$ cat src/shared/fgr_map.vh
// Fuel-gauge register bank: offsets, fields, reset values, timing
`ifndef FGR_MAP_VH
`define FGR_MAP_VH

`define FGR_I2C_ADDR 7'h36
`define FGR_OFS_CELLV 8'h02
`define FGR_OFS_SOC 8'h04
`define FGR_OFS_MODE 8'h06
`define FGR_OFS_VER 8'h08
`define FGR_OFS_HIBTHR 8'h0A
`define FGR_OFS_SETUP 8'h0C
`define FGR_OFS_VWIN 8'h14
`define FGR_OFS_RATE 8'h16
`define FGR_OFS_VRST 8'h18
`define FGR_OFS_STAT 8'h1A
`define FGR_OFS_CMD 8'h3E
`define FGR_OFS_CMDW 8'hFE
`define FGR_TBL_BASE 2'h1

`define FGR_RST_MODE 16'h0000
`define FGR_RST_HIBTHR 16'h8030
`define FGR_RST_SETUP 16'h971C
`define FGR_RST_VWIN 16'h00FF
`define FGR_RST_VRST 8'h96
`define FGR_RST_STAT 16'h0001
`define FGR_RST_CMD 16'hFFFF
`define FGR_POR_KEY 16'h5400

// Mode word fields
`define FGR_MODE_QSTRT 14
`define FGR_MODE_ENSLP 13
`define FGR_MODE_HIB 12
// Setup word fields
`define FGR_SET_SLEEP 7
`define FGR_SET_ALSC 6
`define FGR_SET_ALERT 5
// Alert flag fields
`define FGR_ST_RI 0
`define FGR_ST_VH 1
`define FGR_ST_VL 2
`define FGR_ST_VR 3
`define FGR_ST_HD 4
`define FGR_ST_SC 5
`define FGR_ST_ENVR 14

`define FGR_CLK_HZ 33'd100000000
`define FGR_VACT_MS 33'd250
`define FGR_VHIB_S 33'd45
`define FGR_SOC_FIRST_S 33'd1

`endif
$ cat src/rtl/fgr_regbank.v
// Fuel-gauge register bank behind an I2C target port
`timescale 1ns/1ps
`default_nettype none
`include "fgr_map.vh"

module fgr_regbank #(
    parameter [32:0] VACT_CYC = `FGR_VACT_MS * (`FGR_CLK_HZ / 33'd1000),
    parameter [32:0] VHIB_CYC = `FGR_VHIB_S * `FGR_CLK_HZ,
    parameter [32:0] SOC_FIRST_CYC = `FGR_SOC_FIRST_S * `FGR_CLK_HZ,
    parameter [15:0] VERSION_CODE = 16'h0042, // Arbitrary value
    parameter [7:0] IDENT_CODE = 8'h5A // Arbitrary value
) (
    // Clock and reset
    input wire clk_i,
    input wire sys_rst_i,
    // I2C pins
    input wire scl_i,
    input wire sda_i,
    output reg sda_o,
    output reg sda_oe_o,
    // Measurement core
    input wire [15:0] adc_data_i,
    input wire adc_valid_i,
    input wire [15:0] soc_i,
    input wire soc_valid_i,
    input wire [15:0] charge_rate_estimate_i,
    input wire charge_rate_valid_i,
    input wire hib_active_i,
    input wire reset_voltage_event_i,
    // Control outputs
    output reg alert_output_flag_n_o,
    output reg quick_start_o,
    output reg sleep_en_o,
    output reg sleep_force_o,
    output reg [7:0] reset_voltage_threshold_o,
    output reg por_cmd_o
);

    localparam [2:0] ST_IDLE = 3'h0;
    localparam [2:0] ST_RX = 3'h1;
    localparam [2:0] ST_ACK = 3'h2;
    localparam [2:0] ST_TX = 3'h3;
    localparam [2:0] ST_RACK = 3'h4;
    localparam [2:0] ST_NEXT = 3'h5;
    localparam [1:0] K_ADDR = 2'h0;
    localparam [1:0] K_PTR = 2'h1;
    localparam [1:0] K_DATA = 2'h2;

    // Pin synchronisers
    reg scl_m_r, scl_s_r, scl_d_r;
    reg sda_m_r, sda_s_r, sda_d_r;
    wire rst_all;
    wire scl_rise;
    wire scl_fall;
    wire i2c_start;
    wire i2c_stop;

    // Transfer state
    reg [2:0] st_r;
    reg [1:0] kind_r;
    reg [3:0] cnt_r;
    reg [7:0] shift_r;
    reg [7:0] txs_r;
    reg [7:0] ptr_r;
    reg [7:0] hi_r;
    reg hi_ok_r;
    reg rw_r;
    reg lo_sel_r;
    reg [15:0] rd_word_r;
    reg wr_stb_r;
    reg [7:0] wr_addr_r;
    reg [15:0] wr_data_r;
    reg por_hit_r;

    // Registers
    reg [15:0] cellv_r, soc_r, rate_r;
    reg [15:0] mode_r, hibthr_r, setup_r, vwin_r, stat_r, cmd_r;
    reg [7:0] vrst_r;
    reg [15:0] tbl_r [0:31];
    reg [15:0] rd_word;

    // Measurement state
    reg [17:0] acc_r;
    reg [1:0] nacc_r;
    reg [15:0] avg_r;
    reg avg_ok_r;
    reg [32:0] vtick_r;
    reg [32:0] boot_r;
    reg soc_ok_r;
    reg [7:0] soc_ref_r;
    reg [15:0] stat_set;
    reg [15:0] stat_nxt;
    reg [15:0] setup_nxt;
    wire [7:0] hd_thr;
    wire [32:0] vper;

    assign rst_all = sys_rst_i | por_hit_r;
    assign scl_rise = scl_s_r & ~scl_d_r;
    assign scl_fall = ~scl_s_r & scl_d_r;
    assign i2c_start = scl_s_r & scl_d_r & sda_d_r & ~sda_s_r;
    assign i2c_stop = scl_s_r & scl_d_r & ~sda_d_r & sda_s_r;
    assign hd_thr = 8'd32 - {3'h0, setup_r[4:0]};
    assign vper = hib_active_i ? VHIB_CYC : VACT_CYC;

    always @(posedge clk_i) begin
        if (sys_rst_i) begin
            scl_m_r <= 1'b1;
            scl_s_r <= 1'b1;
            scl_d_r <= 1'b1;
            sda_m_r <= 1'b1;
            sda_s_r <= 1'b1;
            sda_d_r <= 1'b1;
        end else begin
            scl_m_r <= scl_i;
            scl_s_r <= scl_m_r;
            scl_d_r <= scl_s_r;
            sda_m_r <= sda_i;
            sda_s_r <= sda_m_r;
            sda_d_r <= sda_s_r;
        end
    end

    // Read mux; unmapped and write-only words read zero
    always @* begin
        case (ptr_r)
            `FGR_OFS_CELLV: rd_word = cellv_r;
            `FGR_OFS_SOC: rd_word = soc_r;
            `FGR_OFS_MODE: rd_word = {3'h0, hib_active_i, 12'h000};
            `FGR_OFS_VER: rd_word = VERSION_CODE;
            `FGR_OFS_HIBTHR: rd_word = hibthr_r;
            `FGR_OFS_SETUP: rd_word = setup_r;
            `FGR_OFS_VWIN: rd_word = vwin_r;
            `FGR_OFS_RATE: rd_word = rate_r;
            `FGR_OFS_VRST: rd_word = {vrst_r, IDENT_CODE};
            `FGR_OFS_STAT: rd_word = stat_r;
            `FGR_OFS_CMDW: rd_word = cmd_r;
            default: rd_word = 16'h0000;
        endcase
    end

    // Command reset lives outside the reset it causes
    always @(posedge clk_i) begin
        if (sys_rst_i) begin
            por_hit_r <= 1'b0;
            por_cmd_o <= 1'b0;
        end else begin
            por_hit_r <= 1'b0;
            if (st_r == ST_RX && kind_r == K_DATA && scl_fall && cnt_r == 4'h8 && hi_ok_r
                && ptr_r == `FGR_OFS_CMDW && {hi_r, shift_r} == `FGR_POR_KEY) begin
                por_hit_r <= 1'b1;
            end
            por_cmd_o <= por_hit_r;
        end
    end

    // I2C target engine
    always @(posedge clk_i) begin
        if (rst_all) begin
            st_r <= ST_IDLE;
            kind_r <= K_ADDR;
            cnt_r <= 4'h0;
            shift_r <= 8'h00;
            txs_r <= 8'h00;
            ptr_r <= 8'h00;
            hi_r <= 8'h00;
            hi_ok_r <= 1'b0;
            rw_r <= 1'b0;
            lo_sel_r <= 1'b0;
            rd_word_r <= 16'h0000;
            wr_stb_r <= 1'b0;
            wr_addr_r <= 8'h00;
            wr_data_r <= 16'h0000;
            sda_o <= 1'b0;
            sda_oe_o <= 1'b0;
        end else begin
            wr_stb_r <= 1'b0;
            sda_o <= 1'b0;
            if (i2c_start) begin
                st_r <= ST_RX;
                kind_r <= K_ADDR;
                cnt_r <= 4'h0;
                hi_ok_r <= 1'b0;
                sda_oe_o <= 1'b0;
            end else if (i2c_stop) begin
                st_r <= ST_IDLE;
                hi_ok_r <= 1'b0;
                sda_oe_o <= 1'b0;
            end else begin
                case (st_r)
                    ST_RX: begin
                        if (scl_rise) begin
                            shift_r <= {shift_r[6:0], sda_s_r};
                            cnt_r <= cnt_r + 4'h1;
                        end else if (scl_fall && cnt_r == 4'h8) begin
                            cnt_r <= 4'h0;
                            st_r <= ST_ACK;
                            sda_oe_o <= 1'b1;
                            case (kind_r)
                                K_ADDR: begin
                                    if (shift_r[7:1] != `FGR_I2C_ADDR) begin
                                        st_r <= ST_IDLE;
                                        sda_oe_o <= 1'b0;
                                    end else begin
                                        rw_r <= shift_r[0];
                                        kind_r <= K_PTR;
                                    end
                                end
                                K_PTR: begin
                                    ptr_r <= shift_r;
                                    kind_r <= K_DATA;
                                end
                                default: begin
                                    if (!hi_ok_r) begin
                                        hi_r <= shift_r;
                                        hi_ok_r <= 1'b1;
                                    end else begin
                                        // Commit only a complete word
                                        hi_ok_r <= 1'b0;
                                        wr_stb_r <= 1'b1;
                                        wr_addr_r <= ptr_r;
                                        wr_data_r <= {hi_r, shift_r};
                                        ptr_r <= ptr_r + 8'h02;
                                        if (ptr_r == `FGR_OFS_CMDW
                                            && {hi_r, shift_r} == `FGR_POR_KEY) begin
                                            st_r <= ST_IDLE;
                                            sda_oe_o <= 1'b0;
                                        end
                                    end
                                end
                            endcase
                        end
                    end
                    ST_ACK: begin
                        if (scl_fall) begin
                            if (rw_r) begin
                                st_r <= ST_TX;
                                rd_word_r <= rd_word;
                                txs_r <= rd_word[15:8];
                                sda_oe_o <= ~rd_word[15];
                                lo_sel_r <= 1'b1;
                            end else begin
                                st_r <= ST_RX;
                                sda_oe_o <= 1'b0;
                            end
                        end
                    end
                    ST_TX: begin
                        if (scl_rise) begin
                            cnt_r <= cnt_r + 4'h1;
                        end else if (scl_fall) begin
                            if (cnt_r == 4'h8) begin
                                cnt_r <= 4'h0;
                                st_r <= ST_RACK;
                                sda_oe_o <= 1'b0;
                            end else begin
                                txs_r <= {txs_r[6:0], 1'b0};
                                sda_oe_o <= ~txs_r[6];
                            end
                        end
                    end
                    ST_RACK: begin
                        if (scl_rise) begin
                            st_r <= sda_s_r ? ST_IDLE : ST_NEXT;
                            if (!lo_sel_r) begin
                                ptr_r <= ptr_r + 8'h02;
                            end
                        end
                    end
                    ST_NEXT: begin
                        if (scl_fall) begin
                            st_r <= ST_TX;
                            if (lo_sel_r) begin
                                txs_r <= rd_word_r[7:0];
                                sda_oe_o <= ~rd_word_r[7];
                                lo_sel_r <= 1'b0;
                            end else begin
                                rd_word_r <= rd_word;
                                txs_r <= rd_word[15:8];
                                sda_oe_o <= ~rd_word[15];
                                lo_sel_r <= 1'b1;
                            end
                        end
                    end
                    default: begin
                        st_r <= ST_IDLE;
                    end
                endcase
            end
        end
    end

    // Battery model table, write-only, no reset needed
    always @(posedge clk_i) begin
        if (wr_stb_r && wr_addr_r[7:6] == `FGR_TBL_BASE) begin
            tbl_r[wr_addr_r[5:1]] <= wr_data_r;
        end
    end

    // Hardware alert events; set wins over a software clear
    always @* begin
        stat_set = 16'h0000;
        if (vtick_r == 33'd0 && avg_ok_r) begin
            if (avg_r[15:8] > vwin_r[7:0]) begin
                stat_set[`FGR_ST_VH] = 1'b1;
            end
            if (avg_r[15:8] < vwin_r[15:8]) begin
                stat_set[`FGR_ST_VL] = 1'b1;
            end
        end
        if (soc_valid_i && soc_ok_r) begin
            if (soc_r[15:8] >= hd_thr && soc_i[15:8] < hd_thr) begin
                stat_set[`FGR_ST_HD] = 1'b1;
            end
            if (setup_r[`FGR_SET_ALSC] && soc_i[15:8] != soc_ref_r) begin
                stat_set[`FGR_ST_SC] = 1'b1;
            end
        end
        if (reset_voltage_event_i) begin
            stat_set[`FGR_ST_VR] = 1'b1;
        end
        stat_nxt = stat_r;
        setup_nxt = setup_r;
        if (wr_stb_r && wr_addr_r == `FGR_OFS_STAT) begin
            stat_nxt = wr_data_r;
        end
        if (wr_stb_r && wr_addr_r == `FGR_OFS_SETUP) begin
            setup_nxt = wr_data_r;
        end
        stat_nxt = stat_nxt | stat_set;
        if ((stat_set & 16'h0036) != 16'h0000
            || (stat_set[`FGR_ST_VR] && stat_r[`FGR_ST_ENVR])) begin
            setup_nxt[`FGR_SET_ALERT] = 1'b1;
        end
    end

    // Register file and measurement path
    always @(posedge clk_i) begin
        if (rst_all) begin
            cellv_r <= 16'h0000;
            soc_r <= 16'h0000;
            rate_r <= 16'h0000;
            mode_r <= `FGR_RST_MODE;
            hibthr_r <= `FGR_RST_HIBTHR;
            setup_r <= `FGR_RST_SETUP;
            vwin_r <= `FGR_RST_VWIN;
            vrst_r <= `FGR_RST_VRST;
            stat_r <= `FGR_RST_STAT;
            cmd_r <= `FGR_RST_CMD;
            acc_r <= 18'h00000;
            nacc_r <= 2'h0;
            avg_r <= 16'h0000;
            avg_ok_r <= 1'b0;
            vtick_r <= 33'd0;
            boot_r <= 33'd0;
            soc_ok_r <= 1'b0;
            soc_ref_r <= 8'h00;
            quick_start_o <= 1'b0;
            sleep_en_o <= 1'b0;
            sleep_force_o <= 1'b0;
            reset_voltage_threshold_o <= `FGR_RST_VRST;
            alert_output_flag_n_o <= 1'b1;
        end else begin
            quick_start_o <= 1'b0;
            // Four-sample mean; sum kept wide to avoid overflow
            if (adc_valid_i) begin
                nacc_r <= nacc_r + 2'h1;
                if (nacc_r == 2'h3) begin
                    avg_r <= acc_r[17:2] + {2'h0, adc_data_i[15:2]};
                    acc_r <= 18'h00000;
                    avg_ok_r <= 1'b1;
                end else begin
                    acc_r <= acc_r + {2'h0, adc_data_i};
                end
            end
            if (vtick_r == 33'd0) begin
                vtick_r <= vper - 33'd1;
                if (avg_ok_r) begin
                    cellv_r <= avg_r;
                end
            end else if (vtick_r >= vper) begin
                vtick_r <= vper - 33'd1;
            end else begin
                vtick_r <= vtick_r - 33'd1;
            end
            if (!soc_ok_r) begin
                boot_r <= boot_r + 33'd1;
                if (boot_r >= SOC_FIRST_CYC - 33'd1) begin
                    soc_ok_r <= 1'b1;
                end
            end
            if (soc_valid_i && soc_ok_r) begin
                soc_r <= soc_i;
                if (stat_set[`FGR_ST_SC]) begin
                    soc_ref_r <= soc_i[15:8];
                end
            end
            if (charge_rate_valid_i) begin
                rate_r <= charge_rate_estimate_i;
            end
            stat_r <= stat_nxt;
            setup_r <= setup_nxt;
            if (wr_stb_r) begin
                case (wr_addr_r)
                    `FGR_OFS_MODE: begin
                        mode_r <= wr_data_r & 16'h6000;
                        quick_start_o <= wr_data_r[`FGR_MODE_QSTRT];
                    end
                    `FGR_OFS_HIBTHR: hibthr_r <= wr_data_r;
                    `FGR_OFS_VWIN: vwin_r <= wr_data_r;
                    `FGR_OFS_VRST: vrst_r <= wr_data_r[15:8];
                    `FGR_OFS_CMDW: cmd_r <= wr_data_r;
                    default: ;
                endcase
            end
            sleep_en_o <= mode_r[`FGR_MODE_ENSLP];
            sleep_force_o <= mode_r[`FGR_MODE_ENSLP] & setup_r[`FGR_SET_SLEEP];
            reset_voltage_threshold_o <= vrst_r;
            alert_output_flag_n_o <= ~setup_r[`FGR_SET_ALERT];
        end
    end

endmodule // fgr_regbank
`default_nettype wire

$ cat config.mk
export PLATFORM = sky130hd
export DESIGN_NAME = fgr_regbank
export DESIGN_NICKNAME = d
export VERILOG_FILES = /design/src/rtl/fgr_regbank.v
export VERILOG_INCLUDE_DIRS = /design/src /design/src/shared
export SDC_FILE = /design/constraint.sdc
export NUM_CORES = 1
export LEC_CHECK = 0
export ABC_CLOCK_PERIOD_IN_PS = 2200
export BUFFER_PORTS_ARGS = -buffer_cell sky130_fd_sc_hd__buf_4
export CAP_MARGIN = 20
export CELL_PAD_IN_SITES_DETAIL_PLACEMENT = 0
export CELL_PAD_IN_SITES_GLOBAL_PLACEMENT = 1
export CORE_MARGIN = 1
export CORE_UTILIZATION = 44
export CTS_BUF_LIST = sky130_fd_sc_hd__clkbuf_4
export CTS_CLUSTER_SIZE = 20
export DETAILED_ROUTE_END_ITERATION = 10
export PLACE_DENSITY_LB_ADDON = 0.1
export SLEW_MARGIN = 10
export SYNTH_ARGS = -nofsm -noshare
export SYNTH_HDL_FRONTEND = slang
export SYNTH_SLANG_ARGS = --single-unit
$ cat constraint.sdc
create_clock -name clk_i -period 2.2 [get_ports clk_i]
set_input_delay 0 -clock clk_i [delete_from_list [all_inputs] [get_ports clk_i]]
set_output_delay 0 -clock clk_i [all_outputs]
set_load 0.01 [all_outputs]
### Word-level counts from Yosys, hierarchy flattened

Index checks and enable logic that the tools add are counted.

* ROM bits: 0
* logic and storage cells: 284
* register bits: 346
* output and inout port bits: 15
* bits in latches: 0
* memories kept: 0
* bits in writable memories: 0
* input port bits: 57

* eq/ne operators: 56
* shifts and indexed selects: 0
* bitwise operators: 28
* reduce and logical (&&, ||, !) cells: 53
* divide/modulo/power cells: 0
* $lt $le $gt $ge: 6
* multiply operators: 0
* add/sub/neg operators: 9
* mux-type cells: 84

Operator list (number)
* $pmux W16 S11: 1
* $mux W33: 3
* $mux W8: 9
* $sub A33 B1 Y33 const B: 2
* $eq A8 B5 Y1 const B: 7
* $mux W7: 7
* $pmux W8 S2: 3
* $eq A8 B4 Y1 const B: 5
* $reduce_and A7 Y1: 5
* $add A33 B1 Y33 const B: 1
* $ge A33 B27 Y1 const B: 1
* $ge A33 B33 Y1: 1
* $logic_not A33 Y1: 1
* $mux W1: 29
* $ne A4 B4 Y1 const B: 7
* $mux W3: 9
* $ne A2 B2 Y1 const B: 13
* $eq A8 B3 Y1 const B: 3
* $pmux W7 S3: 1
* $mux W4: 5
* $add A18 B16 Y18: 1
* $mux W18: 1
* $not A1 Y1: 18
* $reduce_and A9 Y1: 2
* 49 further kinds: 101

### Logic depth before layout (Yosys ltp)

* depth after elaboration: 10
* mapped depth: 11

### Least setup slack after synthesis

OpenSTA, ideal clock, no wires.

* kind: reg2reg
* from: reg acc_r[2]
* to: reg acc_r[16]
* stages on the path, launching flop included: 11
* path slack: -0.264 ns
* arrival: 2.349 ns
* required time: 2.085 ns
* buffers on the path: 0
* library setup time: 0.115 ns
* clock period less this slack: 2.464 ns
* cell sequence: dfxtp_1 > ha_1 > inv_1 > fa_1 > nor3b_1 > a2111oi_2 > nor2_1 > or3_1 > a21boi_0 > xnor2_1 > nor2_1

* word-level cells in the longest chain between the ends: 2

Ends and longest elaborated chain
* start: declaration: RTL line fgr_regbank.v:83 `reg [17:0] acc_r;`
* start signal: assignment: RTL line fgr_regbank.v:372 `acc_r <= acc_r + {2'h0, adc_data_i};`
* $add A18 B16 Y18: RTL line fgr_regbank.v:372
* $mux W18: RTL line fgr_regbank.v:367 `if (nacc_r == 2'h3) begin`

Every way passes these cells.
A chain may end at the register's enable or synchronous reset.

### Worst setup path in the final report

Same ends and word-level chain as after synthesis.

==> results.py <==
metrics = {
    "clock_network": {
        "cts_tree": "done",
        "clk_latency_ns": 0.81,
        "clk_pin_slew_ns": 0.07,
        "clkSinkCount": 346,
        "cts-buffers-inserted": 97,
        "clock_path_buffers": 3,
        "cts-htree-levels": 3,
        "root_buffer": "clkbuf_4",
    },
    "floorplanning": {
        "dieArea_um2": 39300,
        "core-area_um2": 37800,
        "initial_core_util": 0.449,
        "ioPinCount": 72,
        "die_w_um": 198,
        "num_rows": 71,
        "die_height_um": 198,
    },
    "grt": {
        "first_global_vias": 16000,
        "grtUsageTotal": 0.281,
        "antenna_found_initial": 2,
        "grt_overflow": 0,
        "grt_max_degree": 111,
        "grt_pass1_wl_mm": 85.7,
    },
    "cells_and_area": {
        "final_util": 0.601,
        "nets": 2598,
        "fill_cells": 3454,
        "drive_above_1_share": 0.244,
        "top_regs": "boot_r: 33 flops, vtick_r: 33 flops, acc_r: 18 flops",
        "area_delta_synth_final_pct": 34.0,
        "layoutNonFillerInstCount": 3055,
    },
    "yosys": {
        "ys_seq_area_frac": 0.409,
        "synth_area_leaders": "dfxtp_1 41%, nand2_1 7.9%, a21oi_1 5.9%",
        "synth_edf_count": 0,
        "ys_async_sr_fraction": 0,
        "synth_common_cells": "357 x nand2_1, 346 x dfxtp_1, 201 x nor2_1",
        "yosysTopAreaCellShare": 0.409,
        "synthFlopType": "dfxtp_1",
        "syn_area_um2": 16900,
        "syn_nets": 2189,
        "yosysWarnings": 0,
        "yosys.area.top_type": "dfxtp_1",
        "synth_seq_cells": 346,
        "yosysUniqueCellTypes": 87,
        "syn-instance-count": 2066,
        "synth.most_common_cell": "nand2_1",
        "synth.avg_cell_area_um2": 8.20,
    },
    "critical_path": {
        "critPathCapture": "acc_r[16]",
        "crit_start": "acc_r[2]",
        "endpoint_kind": "flop",
        "cpMostUsedCell": "nor2_1",
        "r2r_cells": 10,
        "cpMaxStageDelayCell": "dfxtp_2",
        "critical_path_class": "flop to flop",
        "cp-start-kind": "flop",
        "cp_data_arrival_time_ns": 2.88,
        "r2r-end": "acc_r[16]",
        "r2r_slack_ns": -0.0008,
        "cpPeakStageDelay_ns": 0.34,
        "crit_chain": "ha_4 > inv_2 > fa_2 > nor3b_4 > a2111oi_4 > nor2_1 > or3_1 > a21boi_1 > xnor2_1 > nor2_1",
        "crit_required_ns": 2.88,
        "rr_startpoint": "acc_r[2]",
        "critPathMaxFanout": 2,
    },
    "placed_design": {
        "numPlacedInstances": 2737,
        "portBuffers": 70,
        "hpwl_mm": 38.0,
        "globalplace.congestion": 0.878,
    },
    "routing": {
        "antenna_left": 0,
        "vias_per_cell": 5.44,
        "drc_errors": 0,
        "first_pass_iters": 5,
        "vias": 16600,
        "wl_per_cell_um": 18.4,
        "drt-total-wl_mm": 56.1,
        "drtIter0Drc": 1043,
    },
    "sta": {
        "fmax_ghz": 0.454,
        "period_share": 1.00,
        "tightest_slew_ns": 0.724,
        "setup_viol": 1,
        "setup_slack_ns": -0.000821,
        "period_needed_ns": 2.20,
        "rsz0062_at_grt": "true",
        "drv_slew": 0,
        "fin_tns_setup_ns": -0.000821,
        "hold_slack_ns": 0.0547,
        "maxSlewHeadroom": 0.516,
        "skew_ns": 0.0530,
        "hold_viol": 0,
    },
    "worst_hold_path": {
        "hp-class": "input pin to flop",
    },
    "run_status": {
        "violations": "setup timing",
        "status": "finished, violations left",
    },
    "pwr": {
        "p_leak_nw": 9.14,
        "ir_worst_vdd_mv": 0.446,
        "p_per_area_nw_per_um2": 766,
        "power.total_mw": 17.4,
    },
    "job": {
        "cap_violations": 0,
    },
}
worst max-delay path, delay by kind of cell, from the launching register on:
family / cells / cell delay, ns
AO/OA/AOI/OAI: 2 / 0.49
XOR/XNOR: 1 / 0.13
adder cells (fa/ha/maj): 2 / 0.47
buffers and inverters: 1 / 0.03
flip-flops: 1 / 0.34
AND/OR/NAND/NOR: 4 / 0.63
routing by layer:
metal  up-vias  GRT usage  part of all wire
li1       8141          -                 -
met2       442      0.448              0.46
met5         -          0                 0
met1      7947      0.376              0.46
met3       100     0.0516             0.057
met4         0      0.103             0.028
metrics by stage:
stage,setup WS (ns),cell area (um2)
global placement,-0.146,19300
floorplan,-0.103,16900
CTS,-0.0473,21800
global route,-0.124,22700
finish,-0.000821,22700
detailed placement,-0.136,19300
power breakdown:
| group | switching (mW) | internal (mW) | total [mW] |
|---|---|---|---|
| clock | 2.77 | 3.27 | 6.04 |
| sequential | 0.265 | 6.56 | 6.83 |
| combinational | 2.13 | 2.38 | 4.51 |
cell type report:
type	instances	area, um2	area share
Clock buffer	142	1070	0.0470
Sequential cell	346	6940	0.306
Inverter	47	176	0.00778
Multi-Input combinational cell	1556	9970	0.439
Tap cell	511	639	0.0282
Antenna cell	3	7.51	0.000331
Timing Repair Buffer	427	3720	0.164
Clock inverter	23	169	0.00745
cell usage in the layout (no fill, tap or decap), drive strengths merged, types with 5 or more instances in the layout:
| master | count |
|---|---|
| a2111oi | 5 |
| a211oi | 11 |
| a21o | 11 |
| a21oi | 200 |
| a221oi | 9 |
| a22o | 20 |
| a22oi | 35 |
| a311oi | 5 |
| a31oi | 13 |
| a32oi | 5 |
| and2 | 14 |
| and3 | 14 |
| buf | 309 |
| clkbuf | 145 |
| clkinv | 19 |
| dfxtp | 346 |
| dlygate4sd3 | 115 |
| ha | 64 |
| inv | 47 |
| mux2 | 8 |
| mux2i | 80 |
| nand2 | 357 |
| nand2b | 16 |
| nand3 | 72 |
| nand3b | 9 |
| nand4 | 26 |
| nor2 | 203 |
| nor2b | 22 |
| nor3 | 45 |
| nor4 | 15 |
| nor4b | 6 |
| o211ai | 14 |
| o21ai | 76 |
| o221ai | 6 |
| o2bb2ai | 5 |
| or2 | 13 |
| or3 | 22 |
| xnor2 | 41 |
| xor2 | 47 |
how the worst min path moves through the flow:
stage | from | depth (start not counted) | endpoint
after CTS | soc_i[5] | 4 | soc_r[5]
after floorplan | sys_rst_i | 1 | reset_voltage_threshold_o[1]
final | sys_rst_i | 3 | por_cmd_o
after detailed placement | sda_i | 2 | sda_m_r
after global placement | sda_i | 2 | sda_m_r
after global routing | soc_i[5] | 4 | soc_r[5]
kinds of logic after synthesis:
kind of cell / Yosys count / share of synthesized area
other: 1 / 0.000221
AOI/OAI and AO/OA: 455 / 0.167
adders and majority gates: 68 / 0.0508
and+or+nand+nor: 856 / 0.235
muxes: 88 / 0.0526
xor gates and xnor gates: 88 / 0.0455
buffers and inverters: 164 / 0.0395
DFF: 346 / 0.409
what timing repair did:
item,CTS,global route
hold buffers,115,0
gates cloned,0,4
buffers inserted,2,29
endpoints found under the hold margin,193,0
pin swaps,7,55
endpoints found under the setup margin,28,117
resized for setup,12,153
(Power assumes the default switching activity.)
